<file path="src/hw/dmio_pkg.sv">
/*
  Constants, types and state layout for the dual multi-function I/O port block.
  Assumes a single 125 MHz bus clock, an AHB-Lite master and pins sampled through
  two-flop synchronisers inside the block.
*/
// Functional notes
// - Port A: eight pins, each direction bit 0 input, 1 drives latch bit.
// - Port A segment-select 1 gives pin to LCD driver, overriding direction and latch.
// - Reset clears port A latch, direction and segment-select to zero.
// - Port A read returns pin level when direction 0 and segment 0.
// - Port A read returns 0 when direction 0 and segment 1.
// - Port A read returns latch bit when direction is 1.
// - Port A registers at indices 005h, 00Ah, F9Fh; eight bits, read/write.
// - Port B: eight pins, direction 1 drives latch, 0 releases for input.
// - Port B input-enable gates digital input; 0 frees pin for analog or wake-up.
// - Reset clears port B latch and direction, sets input-enable to all ones.
// - Port B read returns 0 when direction 0 and input-enable 0.
// - Port B read returns pin level when direction 0 and input-enable 1.
// - Port B read returns latch bit when direction 1, whatever input-enable.
// - Converter channel comes from its own select field, not port bits.
// - Read-modify-write copies pin level into latch bits of input pins; port A segment bits and port B disabled input bits copy 0.
package dmio_pkg;

  localparam int          PORT_W     = 8;
  localparam int          IDX_W      = 12;
  localparam int          ADDR_LSB   = 2;
  localparam int          CHSEL_W    = 3;

  // Register indices; byte address is four times the index
  localparam logic [11:0] IDX_PA_LATCH = 12'h005;
  localparam logic [11:0] IDX_PA_DIR   = 12'h00a;
  localparam logic [11:0] IDX_PA_SEG   = 12'hf9f;
  localparam logic [11:0] IDX_PB_LATCH = 12'h006;
  localparam logic [11:0] IDX_PB_DIR   = 12'h00b;
  localparam logic [11:0] IDX_PB_IE    = 12'h00c;
  localparam logic [11:0] IDX_CONV     = 12'h0e0;

  localparam logic [7:0]  RST_PA_LATCH = 8'h00;
  localparam logic [7:0]  RST_PA_DIR   = 8'h00;
  localparam logic [7:0]  RST_PA_SEG   = 8'h00;
  localparam logic [7:0]  RST_PB_LATCH = 8'h00;
  localparam logic [7:0]  RST_PB_DIR   = 8'h00;
  localparam logic [7:0]  RST_PB_IE    = 8'hff;
  localparam logic [2:0]  RST_CHSEL    = 3'h0;

  localparam logic [1:0]  HTRANS_NONSEQ = 2'h2;
  localparam logic        HRESP_OKAY    = 1'h0;

  typedef enum logic [2:0] {
    DMIO_SEL_NONE     = 3'b000,
    DMIO_SEL_PA_LATCH = 3'b001,
    DMIO_SEL_PA_DIR   = 3'b010,
    DMIO_SEL_PA_SEG   = 3'b011,
    DMIO_SEL_PB_LATCH = 3'b100,
    DMIO_SEL_PB_DIR   = 3'b101,
    DMIO_SEL_PB_IE    = 3'b110,
    DMIO_SEL_CONV     = 3'b111
  } dmio_sel_t;

  typedef struct packed {
    logic [7:0] drive;
    logic [7:0] oe;
  } dmio_pins_t;

  typedef struct packed {
    logic [7:0]  pa_latch;
    logic [7:0]  pa_dir;
    logic [7:0]  pa_seg;
    logic [7:0]  pb_latch;
    logic [7:0]  pb_dir;
    logic [7:0]  pb_ie;
    logic [2:0]  chsel;
    logic [7:0]  pa_sync1;
    logic [7:0]  pa_sync2;
    logic [7:0]  pb_sync1;
    logic [7:0]  pb_sync2;
    logic        ph_write;
    dmio_sel_t   ph_sel;
    logic [31:0] hrdata;
    logic        hreadyout;
    logic        hresp;
    dmio_pins_t  pa_pins;
    dmio_pins_t  pb_pins;
    logic [7:0]  pb_digital_in;
    logic [7:0]  pb_analog_sel;
  } dmio_state_t;

endpackage

</file>
<file path="src/hw/dmio_top.sv">
/*
  Two 8-bit multi-function I/O ports behind an AHB-Lite register slave.
  Port A shares its pins with an LCD segment driver; port B shares its pins with
  converter, key wake-up, timer and external interrupt inputs. The LCD driver and the
  converter sit outside and run on hclk. Pin inputs are asynchronous to hclk.
*/
`timescale 1ns/100ps

module dmio_top #(
  parameter int PORT_W = 8
) (
  input  wire logic                hclk,                // Bus clock, 125 MHz
  input  wire logic                hresetn,             // Asynchronous reset, active low
  input  wire logic                hsel,                // Slave select
  input  wire logic [31:0]         haddr,               // Byte address
  input  wire logic [1:0]          htrans,              // Transfer type
  input  wire logic                hwrite,              // Write when high
  input  wire logic [2:0]          hsize,               // Transfer size, word only
  input  wire logic [31:0]         hwdata,              // Write data
  input  wire logic                hready,              // Bus ready
  output logic                     hreadyout,           // Slave ready
  output logic [31:0]              hrdata,              // Read data
  output logic                     hresp,               // Response, always OKAY
  input  wire logic [7:0]          pa_pin_in,           // Port A pin levels
  output dmio_pkg::dmio_pins_t     pa_pin,              // Port A drive and enable
  input  wire logic [7:0]          lcd_seg_data,        // Segment levels from LCD driver
  input  wire logic [7:0]          pb_pin_in,           // Port B pin levels
  output dmio_pkg::dmio_pins_t     pb_pin,              // Port B drive and enable
  output logic [7:0]               pb_digital_in,       // Gated input to timer and interrupts
  output logic [7:0]               pb_analog_sel,       // Pins released to analog/wake-up use
  output logic [2:0]               converter_channel_select // Converter channel
);

  // ****************************************************************
  // Elaboration check
  // ****************************************************************

  if (PORT_W != dmio_pkg::PORT_W) begin : g_bad_width
    $error("dmio_top: PORT_W must equal the package port width");
  end

  // The decode takes the bits above the index, so the index must end below bit 31
  if (dmio_pkg::ADDR_LSB + dmio_pkg::IDX_W > 31) begin : g_bad_index
    $error("dmio_top: register index does not fit below haddr bit 31");
  end

  if (dmio_pkg::CHSEL_W > PORT_W) begin : g_bad_chsel
    $error("dmio_top: channel field wider than a port byte");
  end

  // ****************************************************************
  // Address decode
  // ****************************************************************

  function automatic dmio_pkg::dmio_sel_t decode_index(input logic [31:0] addr);
    logic [11:0] idx;
    idx = addr[dmio_pkg::ADDR_LSB +: dmio_pkg::IDX_W];
    if (addr[31:dmio_pkg::ADDR_LSB + dmio_pkg::IDX_W] != '0) begin
      return dmio_pkg::DMIO_SEL_NONE;
    end else if (idx == dmio_pkg::IDX_PA_LATCH) begin
      return dmio_pkg::DMIO_SEL_PA_LATCH;
    end else if (idx == dmio_pkg::IDX_PA_DIR) begin
      return dmio_pkg::DMIO_SEL_PA_DIR;
    end else if (idx == dmio_pkg::IDX_PA_SEG) begin
      return dmio_pkg::DMIO_SEL_PA_SEG;
    end else if (idx == dmio_pkg::IDX_PB_LATCH) begin
      return dmio_pkg::DMIO_SEL_PB_LATCH;
    end else if (idx == dmio_pkg::IDX_PB_DIR) begin
      return dmio_pkg::DMIO_SEL_PB_DIR;
    end else if (idx == dmio_pkg::IDX_PB_IE) begin
      return dmio_pkg::DMIO_SEL_PB_IE;
    end else if (idx == dmio_pkg::IDX_CONV) begin
      return dmio_pkg::DMIO_SEL_CONV;
    end else begin
      return dmio_pkg::DMIO_SEL_NONE;
    end
  endfunction

  // ****************************************************************
  // Per-bit read value of a port
  // ****************************************************************

  // Port A: output bits show the latch, segment bits read 0, else the pin
  function automatic logic [7:0] port_a_read(input logic [7:0] latch,
                                             input logic [7:0] dir,
                                             input logic [7:0] seg,
                                             input logic [7:0] pin);
    logic [7:0] val;
    val = '0;
    for (int i = 0; i < 8; i++) begin
      if (dir[i]) begin
        val[i] = latch[i];
      end else if (seg[i]) begin
        val[i] = 1'b0;
      end else begin
        val[i] = pin[i];
      end
    end
    return val;
  endfunction

  // Port B: output bits show the latch, disabled input bits read 0
  function automatic logic [7:0] port_b_read(input logic [7:0] latch,
                                             input logic [7:0] dir,
                                             input logic [7:0] ie,
                                             input logic [7:0] pin);
    logic [7:0] val;
    val = '0;
    for (int i = 0; i < 8; i++) begin
      if (dir[i]) begin
        val[i] = latch[i];
      end else if (ie[i]) begin
        val[i] = pin[i];
      end else begin
        val[i] = 1'b0;
      end
    end
    return val;
  endfunction

  // ****************************************************************
  // State
  // ****************************************************************

  dmio_pkg::dmio_state_t state_ff;
  dmio_pkg::dmio_state_t nxt_state;

  logic                  addr_phase;
  dmio_pkg::dmio_sel_t   addr_sel;
  logic [7:0]            pa_rd;
  logic [7:0]            pb_rd;

  assign addr_phase = hsel & hready & htrans[1];
  assign addr_sel   = decode_index(haddr);

  // hsize is not checked: byte and halfword accesses act on the whole register

  // ****************************************************************
  // Next-state logic
  // ****************************************************************

  always_comb begin
    nxt_state = state_ff;

    // ****************************************************************
    // Pin synchronisers
    // ****************************************************************
    // Two-flop synchronisers; stage one feeds stage two only
    nxt_state.pa_sync1 = pa_pin_in;
    nxt_state.pa_sync2 = state_ff.pa_sync1;
    nxt_state.pb_sync1 = pb_pin_in;
    nxt_state.pb_sync2 = state_ff.pb_sync1;

    // ****************************************************************
    // Register write
    // ****************************************************************
    // Data phase of a write: store on the edge that ends it
    if (state_ff.ph_write) begin
      case (state_ff.ph_sel)
        dmio_pkg::DMIO_SEL_PA_LATCH: begin
          nxt_state.pa_latch = hwdata[7:0];
        end
        dmio_pkg::DMIO_SEL_PA_DIR: begin
          nxt_state.pa_dir = hwdata[7:0];
        end
        dmio_pkg::DMIO_SEL_PA_SEG: begin
          nxt_state.pa_seg = hwdata[7:0];
        end
        dmio_pkg::DMIO_SEL_PB_LATCH: begin
          nxt_state.pb_latch = hwdata[7:0];
        end
        dmio_pkg::DMIO_SEL_PB_DIR: begin
          nxt_state.pb_dir = hwdata[7:0];
        end
        dmio_pkg::DMIO_SEL_PB_IE: begin
          nxt_state.pb_ie = hwdata[7:0];
        end
        dmio_pkg::DMIO_SEL_CONV: begin
          nxt_state.chsel = hwdata[dmio_pkg::CHSEL_W-1:0];
        end
        default: begin
        end
      endcase
    end

    // ****************************************************************
    // Address phase
    // ****************************************************************
    // Address phase: capture decode, prepare read data
    nxt_state.ph_write  = addr_phase & hwrite;
    nxt_state.ph_sel    = addr_phase ? addr_sel : dmio_pkg::DMIO_SEL_NONE;
    // No wait states: every register answers in its first data phase
    nxt_state.hreadyout = 1'b1;
    nxt_state.hresp     = dmio_pkg::HRESP_OKAY;

    // ****************************************************************
    // Read data
    // ****************************************************************
    // Read from the post-write copy so a write then read back to back sees new data.
    // Input bits return the pin (0 on segment or disabled input bits), so a read-modify-write rewrites their latch.
    pa_rd = port_a_read(nxt_state.pa_latch, nxt_state.pa_dir, nxt_state.pa_seg,
                        state_ff.pa_sync2);
    pb_rd = port_b_read(nxt_state.pb_latch, nxt_state.pb_dir, nxt_state.pb_ie,
                        state_ff.pb_sync2);
    nxt_state.hrdata = '0;
    if (addr_phase && !hwrite) begin
      case (addr_sel)
        dmio_pkg::DMIO_SEL_PA_LATCH: begin
          nxt_state.hrdata = {24'h000000, pa_rd};
        end
        dmio_pkg::DMIO_SEL_PA_DIR: begin
          nxt_state.hrdata = {24'h000000, nxt_state.pa_dir};
        end
        dmio_pkg::DMIO_SEL_PA_SEG: begin
          nxt_state.hrdata = {24'h000000, nxt_state.pa_seg};
        end
        dmio_pkg::DMIO_SEL_PB_LATCH: begin
          nxt_state.hrdata = {24'h000000, pb_rd};
        end
        dmio_pkg::DMIO_SEL_PB_DIR: begin
          nxt_state.hrdata = {24'h000000, nxt_state.pb_dir};
        end
        dmio_pkg::DMIO_SEL_PB_IE: begin
          nxt_state.hrdata = {24'h000000, nxt_state.pb_ie};
        end
        dmio_pkg::DMIO_SEL_CONV: begin
          nxt_state.hrdata = {29'h00000000, nxt_state.chsel};
        end
        default: begin
          nxt_state.hrdata = '0;
        end
      endcase
    end

    // ****************************************************************
    // Pin drive
    // ****************************************************************
    // Pin drive follows the new register values on the same edge
    for (int i = 0; i < 8; i++) begin
      if (nxt_state.pa_seg[i]) begin
        nxt_state.pa_pins.drive[i] = lcd_seg_data[i];
        nxt_state.pa_pins.oe[i]    = 1'b1;
      end else begin
        nxt_state.pa_pins.drive[i] = nxt_state.pa_latch[i];
        nxt_state.pa_pins.oe[i]    = nxt_state.pa_dir[i];
      end
    end
    // Port B has no segment path: drive follows latch, enable follows direction
    nxt_state.pb_pins.drive = nxt_state.pb_latch;
    nxt_state.pb_pins.oe    = nxt_state.pb_dir;

    // ****************************************************************
    // Port B input gating
    // ****************************************************************
    // Digital input path is blocked on analog pins to keep them quiet
    nxt_state.pb_digital_in = ~nxt_state.pb_dir & nxt_state.pb_ie & state_ff.pb_sync2;
    nxt_state.pb_analog_sel = ~nxt_state.pb_dir & ~nxt_state.pb_ie;
  end

  // ****************************************************************
  // Registers
  // ****************************************************************

  always_ff @(posedge hclk or negedge hresetn) begin
    if (!hresetn) begin
      state_ff.pa_latch      <= dmio_pkg::RST_PA_LATCH;
      state_ff.pa_dir        <= dmio_pkg::RST_PA_DIR;
      state_ff.pa_seg        <= dmio_pkg::RST_PA_SEG;
      state_ff.pb_latch      <= dmio_pkg::RST_PB_LATCH;
      state_ff.pb_dir        <= dmio_pkg::RST_PB_DIR;
      state_ff.pb_ie         <= dmio_pkg::RST_PB_IE;
      state_ff.chsel         <= dmio_pkg::RST_CHSEL;
      // Synchronisers reset to 0, so pin bits read 0 until two samples are in
      state_ff.pa_sync1      <= 8'h00;
      state_ff.pa_sync2      <= 8'h00;
      state_ff.pb_sync1      <= 8'h00;
      state_ff.pb_sync2      <= 8'h00;
      state_ff.ph_write      <= 1'b0;
      state_ff.ph_sel        <= dmio_pkg::DMIO_SEL_NONE;
      state_ff.hrdata        <= 32'h00000000;
      state_ff.hreadyout     <= 1'b1;
      state_ff.hresp         <= dmio_pkg::HRESP_OKAY;
      state_ff.pa_pins       <= '{drive: 8'h00, oe: 8'h00};
      state_ff.pb_pins       <= '{drive: 8'h00, oe: 8'h00};
      state_ff.pb_digital_in <= 8'h00;
      state_ff.pb_analog_sel <= 8'h00;
    end else begin
      state_ff <= nxt_state;
    end
  end

  // ****************************************************************
  // Outputs
  // ****************************************************************

  assign hreadyout                = state_ff.hreadyout;
  assign hrdata                   = state_ff.hrdata;
  assign hresp                    = state_ff.hresp;
  assign pa_pin                   = state_ff.pa_pins;
  assign pb_pin                   = state_ff.pb_pins;
  assign pb_digital_in            = state_ff.pb_digital_in;
  assign pb_analog_sel            = state_ff.pb_analog_sel;
  assign converter_channel_select = state_ff.chsel;

endmodule

</file>
<file path="config.mk">
export PLATFORM = sky130hd
export DESIGN_NAME = dmio_top
export DESIGN_NICKNAME = d
export VERILOG_FILES = /design/src/hw/dmio_pkg.sv /design/src/hw/dmio_top.sv
export SDC_FILE = /design/constraint.sdc
export NUM_CORES = 1
export LEC_CHECK = 0
export ABC_AREA = 1
export BUFFER_PORTS_ARGS = -buffer_cell sky130_fd_sc_hd__buf_2
export CAP_MARGIN = 20
export CORE_MARGIN = 2
export CORE_UTILIZATION = 45
export CTS_CLUSTER_SIZE = 24
export DETAILED_ROUTE_END_ITERATION = 7
export PLACE_DENSITY_LB_ADDON = 0.15
export SLEW_MARGIN = 20
export SYNTH_ARGS = -nofsm -noshare
export SYNTH_HDL_FRONTEND = slang
export SYNTH_SLANG_ARGS = --single-unit
</file>
<file path="constraint.sdc">
create_clock -name hclk -period 2.03 [get_ports hclk]
set_clock_uncertainty 0.1 [all_clocks]
set_input_delay 0.203 -clock hclk [delete_from_list [all_inputs] [get_ports hclk]]
set_output_delay 0.203 -clock hclk [all_outputs]
set_load 0.005 [all_outputs]
</file>
==> results by group, run 1 <==
Status
  • Status: complete, but fails checks
  • Failing checks: negative hold slack

Synthesis
  • Unique masters post-synth: 29
  • Synth Area in Adders: 0
  • Synth Area in Simple Gates: 0.237
  • Largest family of logic cells by synthesized area: simple AND/OR/NAND/NOR gates
  • Dominant synthesized flop cell: dfrtp_1
  • Synth Area in XOR/XNOR: 0
  • Post-synthesis instance area: 5940 µm²
  • Yosys reg bits: 127
  • Mux cell area share after synthesis: 0
  • Synthesized area per cell: 8.90 µm²
  • EDFF count, synth: 0
  • Post-synth ARST share: 1.00
  • Sequential share of the synthesized area: 0.537
  • Post-synthesis cell count: 667
  • Compound-cell area share of the yosys netlist: 0.0651
  • YS warnings: 0

Placement
  • Port bufs: 126
  • Final GP Congestion: 0.821
  • Placed Cells: 940
  • Area post-placement: 6540 µm²
  • Final HPWL DP: 9540 µm

Pwr
  • Sw Share: 0.198
  • Pleak: 0.00426 µW
  • Combinational share of power: 0.043
  • PwrDens: 806 nW/µm²
  • Clock share of power: 0.545
  • Net Sw Power: 1240 µW
  • Part of the power in registers: 0.412
  • Maximum VDD drop: 609 µV
  • Pint: 5030 µW
  • Final Power: 6270 µW

CTS
  • CTS tree: built
  • CTS root buffer: clkbuf_16
  • Clock Sinks: 127
  • Max clock buf depth: 2
  • Reg clk slew, reported paths: 0.06 ns
  • Worst skew pair latency: 0.42 ns
  • CTS H-tree lvls: 4
  • CTS Buf Count: 17

Job
  • Max Cap Violations: 0

Timing
  • Final Max Tran Viols: 0
  • TNS Setup: 0 ns
  • Hold Fails Final Rpt: 1
  • Worst-Margin Slew: 0.623 ns
  • Max transition margin: 0.584
  • Max Clk Rate: 0.505 GHz
  • Tmin final: 1.98 ns
  • Hold_ws: -0.0164 ns
  • Setup Viol. Count Final: 0
  • RSZ-0062 raised after global routing: true
  • Final period util: 0.976

Worst setup path
  • Max stage delay on crit path: 0.41 ns
  • WP buf/inv: 4
  • Worst Path Arrival: 2.20 ns
  • Most used cell, CP: nand2_2
  • Worst setup SP type: register
  • Setup Crit Path Kind: register to register
  • Worst setup EP type: register
  • CP required: 2.25 ns
  • CP max FO: 6
  • Top delay family on crit path: simple AND/OR/NAND/NOR gates
  • Slowest CP cell: dfrtp_1
  • Crit path cell chain: inv_2 > nor2_4 > nand2_2 > buf_12 > buf_8 > o21ai_4 > nand2_2 > o21ai_2 > nor3_2 > nor2_1 > nand3_1 > nand2_1 > inv_1

Global route
  • M3 GR Usage: 0.0536
  • Initial antenna violation count: 0
  • First-pass GRT wire length: 22000 µm
  • Met1 Track Usage GR: 0.248
  • Grt met2 use: 0.333
  • GRT Max-Usage Layer: met2
  • Grt ovf: 0
  • Tot GR Track Use: 0.200
  • Largest net degree at the start of global routing: 46
  • Vias in the first global route: 4632

Die
  • Full die area: 14100 µm²
  • I/O Pins: 183
  • Die height: 119 µm
  • Core ar.: 12800 µm²
  • Die W: 119 µm
  • Row cnt: 41
  • Initial cell density of the core: 0.465

Finish
  • N_diodes: 0
  • Layout fillers: 1082
  • Area delta synth->final: 31.0%
  • # nets final: 923
  • Footprint of the multi-input gates: 2070 µm²
  • Reg area: 3190 µm²
  • Layout Cells excl Fill: 1010
  • Final instance area: 7780 µm²
  • Share of cells above drive strength 1: 0.352

Route
  • DR pass1 iterations: 4
  • Post-Route WL: 13800 µm
  • Initial drt markers: 286
  • DR WL/cell: 13.7 µm
  • Residual DRC: 0
  • Vias/cell: 4.63
  • Routed Antenna Nets: 0
  • Vias: 4681

Hold path
  • HP Class: input pin to register
[layout by cell type, fill, tap and decap left out, types with 2 or more instances in the layout]
cell type and n:
nand2_1 168, buf_2 125, dfrtp_1 118, inv_1 56, nor2_1 55, buf_4 48, dlygate4sd3_1 32, conb_1 26
nand4_1 25, o21ai_2 22, o21ai_1 20, nand3_1 18, clkbuf_16 17, o21ai_0 15, nor2_2 11, inv_2 8
nand2_2 8, dfstp_2 8, nor2_4 6, nand2_4 5, o21ai_4 5, clkbuf_8 5, bufinv_16 5, nor3_1 4
nor3_2 3, a21oi_1 3, clkinv_2 3, nand3_4 2, clkinvlp_4 2, buf_12 2, buf_6 2
[synthesized netlist by cell type (2+ instances only)]
master	instances	share of area
nand2_1	173	0.11
dfrtp_1	119	0.50
buf_4	87	0.11
nor2_1	59	0.037
inv_1	57	0.036
o21ai_1	27	0.023
nand4_1	25	0.026
o21ai_0	20	0.017
nand3_1	18	0.015
o21ai_2	15	0.022
nor2_2	11	0.012
dfstp_2	8	0.035
inv_2	8	0.0051
nand2_2	8	0.0084
buf_2	6	0.0051
nor3_1	6	0.0051
a21oi_1	4	0.0034
buf_6	2	0.0038
conb_1	2	0.0013
nand3_2	2	0.0034
nor2_4	2	0.0038
[worst min-delay path: stages]
cell and delay [ns]:
buf_2 0.11, o21ai_2 0.09, nand2_1 0.07
[timing repair]
item | 4_1_cts | 5_1_grt
resized for setup | 3 | 51
pin swaps | 0 | 18
buffers inserted | 0 | 6
endpoints found under the hold margin | 69 | 1
endpoints found under the setup margin | 1 | 8
hold buffers | 31 | 1
[cell type report]
type,instances,area share
inverter,65,0.0317
timing repair buffer,210,0.178
clock buffer,22,0.0635
multi-input combinational,404,0.266
tap,172,0.0277
sequential,127,0.410
clock inverter,10,0.0232
[power groups by stage]
stage	Sequential (µW)	Clock (µW)	Combinational (µW)
after detailed placement	2630	0	218
after CTS	2580	3470	265
after global placement	2630	0	212
after global routing	2590	3580	304
after floorplan	2620	0	105
final	2580	3420	268
[per-layer routing]
layer | up-vias | wire (µm)
met5 | - | 0
li1 | 2313 | -
met2 | 158 | 6860
met4 | 0 | 215
met3 | 14 | 790
met1 | 2196 | 5970
[path summary, 6_finish.rpt]
check,cells past startpoint,slack [ns],from,endpoint
worst max-delay path,13,0.05,state_ff[83]$_DFF_PN0_,hrdata[7]$_DFF_PN0_
worst min register to register,0,0.25,nxt_state[102]$_DFF_PN0_,state_ff[102]$_DFF_PN0_
worst max register to register,13,0.05,state_ff[83]$_DFF_PN0_,hrdata[7]$_DFF_PN0_
max in group asynchronous,3,0.87,hresetn,pb_pin[14]$_DFF_PN0_
min in group asynchronous,2,0.23,hresetn,pb_digital_in[2]$_DFF_PN0_
worst min-delay path,3,-0.02,hwdata[4],pa_pin[4]$_DFF_PN0_
[registers in the layout (all words and copies together), names as in the netlist]
register	cells
pb_pin	16
pb_digital_in	8
pb_analog_sel	8
converter_channel_select	3
nxt_state	16
pa_pin	16
hrdata	8
state_ff	52
[metrics by stage]
step                       util  worst slack (ns)
after floorplan               -             0.305
after global placement    0.512           -0.0419
after detailed placement  0.512            -0.107
after CTS                 0.590           0.00296
after global routing      0.609           -0.0572
final                     0.609            0.0494
[logic make-up (layout without fill, tap and decap cells)]
kind of cell    after synthesis  after routing
compound gates               66             66
buf+inv                     160            307
flops                       127            127
other cells                   2             26
simple gates                312            312
Note: power is estimated with default switching activity, not from simulation.
==> run 2, diff against run 1 <==
CELL_PAD_IN_SITES_DETAIL_PLACEMENT = 1   (was unset)
CELL_PAD_IN_SITES_GLOBAL_PLACEMENT = 1   (was unset)
CORE_UTILIZATION = 38   (was 45)
==> results by group, run 2 (synthesis gave the netlist of run 1 again) <==
Global route
  • First-pass GRT wire length: 25100 µm (+14%)
  • Grt ovf: 0 (unchanged)
  • Tot GR Track Use: 0.197 (-0.00348)
  • Initial antenna violation count: 0 (unchanged)
  • Vias in the first global route: 5053 (+9.1%)
  • Largest net degree at the start of global routing: 57 (+24%)

CTS
  • Worst skew pair latency: 0.42 ns (about the same)
  • CTS root buffer: clkbuf_16
  • Reg clk slew, reported paths: 0.06 ns (about the same)
  • CTS Buf Count: 17 (unchanged)
  • Max clock buf depth: 2 (unchanged)
  • CTS H-tree lvls: 4 (unchanged)
  • CTS tree: built
  • Clock Sinks: 127 (unchanged)

Timing
  • Post-route setup slack: 0.0338 ns (-0.0157 ns)
  • Max Clk Rate: 0.501 GHz (-0.78%)
  • Final Max Tran Viols: 0 (unchanged)
  • Final period util: 0.983 (+0.00771)
  • Hold Fails Final Rpt: 0 (-1)
  • RSZ-0062 raised after global routing: true
  • Tmin final: 2.00 ns (+0.0157 ns)
  • TNS Setup: 0 ns (unchanged)
  • Setup Viol. Count Final: 0 (unchanged)

Hold path
  • HP Class: input pin to register

Finish
  • # nets final: 932 (+0.98%)
  • N_diodes: 0 (unchanged)
  • Biggest register: state_ff
  • Final instance area: 7990 µm² (+2.7%)
  • Layout fillers: 1786 (+65%)
  • Share of cells above drive strength 1: 0.358 (+0.00570)
  • Commonest non-fill, non-tap cell in the layout: nand2_1
  • Commonest non-fill, non-tap cells in the layout: nand2_1 (167), buf_2 (125), dfrtp_1 (118)
  • Largest register FFs: 52 (unchanged)
  • Area delta synth->final: 34.5%

Status
  • Status: finished clean

Worst setup path
  • CP max FO: 8 (+2)
  • Setup Crit Path Kind: register to register
  • Worst setup SP type: register
  • Worst setup EP type: register
  • Top delay family on crit path: simple AND/OR/NAND/NOR gates
  • Most used cell, CP: nor2_4
  • Crit path cell chain: inv_2 > nor2_4 > nand2_4 > buf_12 > o21ai_4 > nor2_4 > a21oi_2 > nor3_2 > nor2_2 > nand3_1 > nand2_1 > inv_1
  • CP required: 2.24 ns (about the same)
  • WP buf/inv: 3 (-1)
  • Max stage delay on crit path: 0.42 ns (about the same)
  • Slowest CP cell: dfrtp_1
  • Worst Path Arrival: 2.21 ns (about the same)

Die
  • I/O Pins: 183 (unchanged)
  • Die height: 129 µm (+8.5%)
  • Initial cell density of the core: 0.389 (-0.0757)
  • Core ar.: 15300 µm² (+19%)
  • Die W: 129 µm (+8.5%)
  • Full die area: 16600 µm² (+18%)
  • Row cnt: 45 (+9.8%)

Pwr
  • Final Power: 6480 µW (+3.4%)
  • Pleak: 0.00432 µW (+1.3%)
  • Maximum VDD drop: 579 µV (-4.9%)
  • PwrDens: 811 nW/µm² (+0.70%)

Route
  • Post-Route WL: 15600 µm (+13%)
  • Routed Antenna Nets: 0 (unchanged)
  • Initial drt markers: 161 (-44%)
  • Residual DRC: 0 (unchanged)
  • DR pass1 iterations: 4 (unchanged)
  • DR WL/cell: 14.7 µm (+7.4%)
  • Vias/cell: 4.50 (-2.9%)
  • Vias: 4762 (+1.7%)

Placement
  • Final HPWL DP: 11200 µm (+17%)
  • Area post-placement: 6680 µm² (+2.1%)
  • Final GP Congestion: 0.809 (-1.5%)
  • Post-place setup slack: -0.0629 ns (+0.0442 ns)
  • Port bufs: 126 (unchanged)

Job
  • Max Cap Violations: 0 (unchanged)
[run 2: changes by cell type in the layout (fill, tap and decap cells not counted), sizes merged]
cell	before	now
buf	178	186
clkbuf	22	25
bufinv	5	6
clkinv	3	1
clkinvlp	2	1
[run 2: worst paths after layout]
path	end	cells after the start	slack [ns]	startpoint
worst max-delay path	hrdata[6]$_DFF_PN0_	12	0.03	state_ff[83]$_DFF_PN0_
worst min-delay path	pa_pin[1]$_DFF_PN0_	3	0.02	hwdata[1]
worst max register to register	hrdata[6]$_DFF_PN0_	12	0.03	state_ff[83]$_DFF_PN0_
worst min register to register	state_ff[92]$_DFF_PN0_	0	0.25	nxt_state[92]$_DFF_PN0_
max in group asynchronous	pb_analog_sel[6]$_DFF_PN0_	3	1.18	hresetn
min in group asynchronous	pb_analog_sel[0]$_DFF_PN0_	2	0.06	hresetn
[run 2: tightest hold or removal path, stage by stage]
cell and delay [ns]:
buf_2 0.12, o21ai_1 0.11, nand2_1 0.07
[run 2: final cells by class]
cell class                 count  area, µm²  area share
timing repair buffer         219       1510       0.189
sequential                   127       3190       0.399
tap                          211        264      0.0330
clock buffer                  24        522      0.0653
multi-input combinational    404       2060       0.258
inverter                      65        244      0.0305
clock inverter                 8        196      0.0246
[run 2: layer usage]
layer / vias to the layer above / share of wire / track usage
met4: 0 / 0.017 / 0.0678
met1: 2287 / 0.43 / 0.243
li1: 2335 / - / -
met2: 119 / 0.51 / 0.336
met5: - / 0 / 0
met3: 21 / 0.044 / 0.0512
[run 2: stage by stage]
stage | instances | utilization | hold WS [ns]
floorplan | 691 | - | -0.193
global placement | 986 | 0.438 | -0.0538
detailed placement | 986 | 0.438 | -0.0532
CTS | 1049 | 0.507 | 0.00299
global route | 1058 | 0.524 | 0.0223
finish | 1058 | 0.524 | 0.0166
[run 2: power by group]
group          total, µW  internal [µW]  switching (µW)
registers           2580           2570            12.8
logic                275            118             157
clock network       3620           2530            1090
[run 2: repair_timing]
action,4_1_cts,5_1_grt
cloned,0,1
endpoints found under the hold margin,152,1
buffers inserted,0,7
gates resized for setup,7,41
hold buffers,31,1
pin swaps,1,14
setup endpoints to repair,3,8
==> run 3, diff against run 2 <==
CORE_UTILIZATION = 41   (was 38)
MAX_ROUTING_LAYER = met4   (was unset)
clock period = 2.57 ns   (was 2.03 ns; I/O delays follow)
==> results by group, run 3 (synthesis gave the netlist of run 1 again) <==
Placement
  • Final HPWL DP: 10700 µm (-4.8%)
  • Final GP Congestion: 0.857 (+6.0%)
  • Area post-placement: 6280 µm² (-5.9%)
  • Post-place setup slack: 0.275 ns (+0.338 ns)
  • Port bufs: 126 (unchanged)

Finish
  • N_diodes: 0 (unchanged)
  • Biggest register: state_ff
  • Layout fillers: 1651 (-7.6%)
  • # nets final: 877 (-5.9%)
  • Area delta synth->final: 21.5%
  • Share of cells above drive strength 1: 0.285 (-0.0724)
  • Final instance area: 7220 µm² (-9.7%)
  • Commonest non-fill, non-tap cells in the layout: nand2_1 (173), buf_2 (125), dfrtp_1 (119)
  • Commonest non-fill, non-tap cell in the layout: nand2_1
  • Largest register FFs: 52 (unchanged)

Timing
  • Tmin final: 2.31 ns (+0.314 ns)
  • Post-route setup slack: 0.259 ns (+0.226 ns)
  • Max Clk Rate: 0.433 GHz (-14%)
  • Worst-Margin Slew: 0.616 ns
  • Hold Fails Final Rpt: 0 (unchanged)
  • Final period util: 0.899 (-0.0843)
  • Setup Viol. Count Final: 0 (unchanged)
  • RSZ-0062 raised after global routing: false
  • Max transition margin: 0.589
  • Final Max Tran Viols: 0 (unchanged)
  • TNS Setup: 0 ns (unchanged)

Die
  • Die W: 124 µm (-3.6%)
  • Die height: 124 µm (-3.6%)
  • I/O Pins: 183 (unchanged)
  • Core ar.: 14000 µm² (-8.0%)
  • Full die area: 15500 µm² (-7.1%)
  • Initial cell density of the core: 0.423 (+0.0337)
  • Row cnt: 43 (-4.4%)

Worst setup path
  • Worst setup SP type: register
  • CP max FO: 11 (+3)
  • Worst setup EP type: register
  • Worst Path Arrival: 2.51 ns (+0.30 ns)
  • CP required: 2.77 ns (+0.53 ns)
  • Setup Crit Path Kind: register to register

CTS
  • CTS resizes: 0 (-7)
  • CTS H-tree lvls: 4 (unchanged)
  • Worst skew pair latency: 0.41 ns (about the same)
  • CTS tree: built
  • Setup Fix Bufs, Post-CTS: 0 (unchanged)
  • Reg clk slew, reported paths: 0.06 ns (about the same)
  • CTS root buffer: clkbuf_16
  • CTS Buf Count: 17 (unchanged)
  • Max clock buf depth: 2 (unchanged)
  • Clock Sinks: 127 (unchanged)

Pwr
  • Maximum VDD drop: 462 µV (-20%)
  • Part of the power in registers: 0.410 (+0.011)
  • Pint: 3980 µW (-24%)
  • Clock share of power: 0.549 (-0.010)
  • Net Sw Power: 991 µW (-21%)
  • Pleak: 0.00397 µW (-8.0%)
  • PwrDens: 689 nW/µm² (-15%)
  • Sw Share: 0.199 (+0.00535)
  • Combinational share of power: 0.040 (-0.002)

Global route
  • First-pass GRT wire length: 25000 µm (-0.16%)
  • Tot GR Track Use: 0.209 (+0.0119)
  • Largest net degree at the start of global routing: 45 (-21%)
  • Grt ovf: 0 (unchanged)
  • Initial antenna violation count: 0 (unchanged)
  • Vias in the first global route: 5056 (+0.059%)

Route
  • Residual DRC: 0 (unchanged)
  • Post-Route WL: 15000 µm (-3.6%)
  • Vias/cell: 4.68 (+4.0%)
  • Routed Antenna Nets: 0 (unchanged)
  • Vias: 4551 (-4.4%)
  • DR WL/cell: 15.4 µm (+4.9%)
  • Initial drt markers: 266 (+65%)
  • DR pass1 iterations: 4 (unchanged)

Hold path
  • HP Class: input pin to register

Status
  • Status: finished clean

Job
  • Max Cap Violations: 0 (unchanged)
run 3: cell types whose count changed in the layout (fill, tap and decap cells not counted), moves of 6 or more:
| cell | delta |
|---|---|
| o21ai_4 | -8 |
| dlygate4sd3_1 | -6 |
| nand2_1 | +6 |
| o21ai_0 | +7 |
| buf_4 | -41 |
run 3: worst max-delay path: stages, from the launching register on:
cell,delay [ns]
dfrtp_1,0.40
inv_2,0.06
nor2_2,0.11
nand2_1,0.32
o21ai_1,0.43
nor2_1,0.11
a21oi_1,0.16
nor3_1,0.07
nor2_1,0.20
nand3_1,0.12
nand2_1,0.08
inv_1,0.04
run 3: path summary, 6_finish.rpt:
path	start	endpoint	slack, ns	depth (start not counted)
hold reg to reg	nxt_state[103]$_DFF_PN0_	state_ff[103]$_DFF_PN0_	0.25	0
hold / removal	hwdata[0]	pa_pin[0]$_DFF_PN0_	0.05	3
min in group asynchronous	hresetn	pb_pin[1]$_DFF_PN0_	0.27	2
max in group asynchronous	hresetn	hrdata[6]$_DFF_PN0_	1.36	3
setup / recovery	state_ff[83]$_DFF_PN0_	hrdata[6]$_DFF_PN0_	0.26	11
setup reg to reg	state_ff[83]$_DFF_PN0_	hrdata[6]$_DFF_PN0_	0.26	11
run 3: final cells by class:
type	count	area [µm²]	share of cell area
clock inverter	10	208	0.0288
sequential	127	3190	0.442
tap	180	225	0.0312
clock buffer	22	464	0.0643
inverter	65	244	0.0338
multi-input combinational	404	1890	0.262
timing repair buffer	164	996	0.138
run 3: per-stage QoR:
stage / utilization / power (µW) / instances / hold slack, ns
2_1_floorplan: - / 2150 / 691 / -0.139
3_3_place_gp: 0.448 / 2240 / 914 / 0.159
3_5_place_dp: 0.448 / 2250 / 914 / 0.175
4_1_cts: 0.514 / 5030 / 972 / 0.0412
5_1_grt: 0.514 / 5130 / 972 / 0.0643
6_report: 0.514 / 4970 / 972 / 0.0544
run 3: repair_timing:
item / 4_1_cts / 5_1_grt
endpoints found under the setup margin: 0 / 0
hold buffers: 26 / 0
hold endpoints to repair: 60 / 0
run 3: power by group through the flow:
stage	Sequential [µW]	Clock (µW)	Combinational (µW)
3_3_place_gp	2070	0	166
3_5_place_dp	2080	0	173
6_report	2040	2730	201
4_1_cts	2040	2780	205
5_1_grt	2040	2860	229
2_1_floorplan	2070	0	82.8
run 3: metal layers:
metal,GRT usage,share of wire,wire length [µm]
met3,0.0524,0.046,683
met5,-,0,0
met4,0.0648,0.018,272
met2,0.355,0.50,7480
met1,0.244,0.44,6570
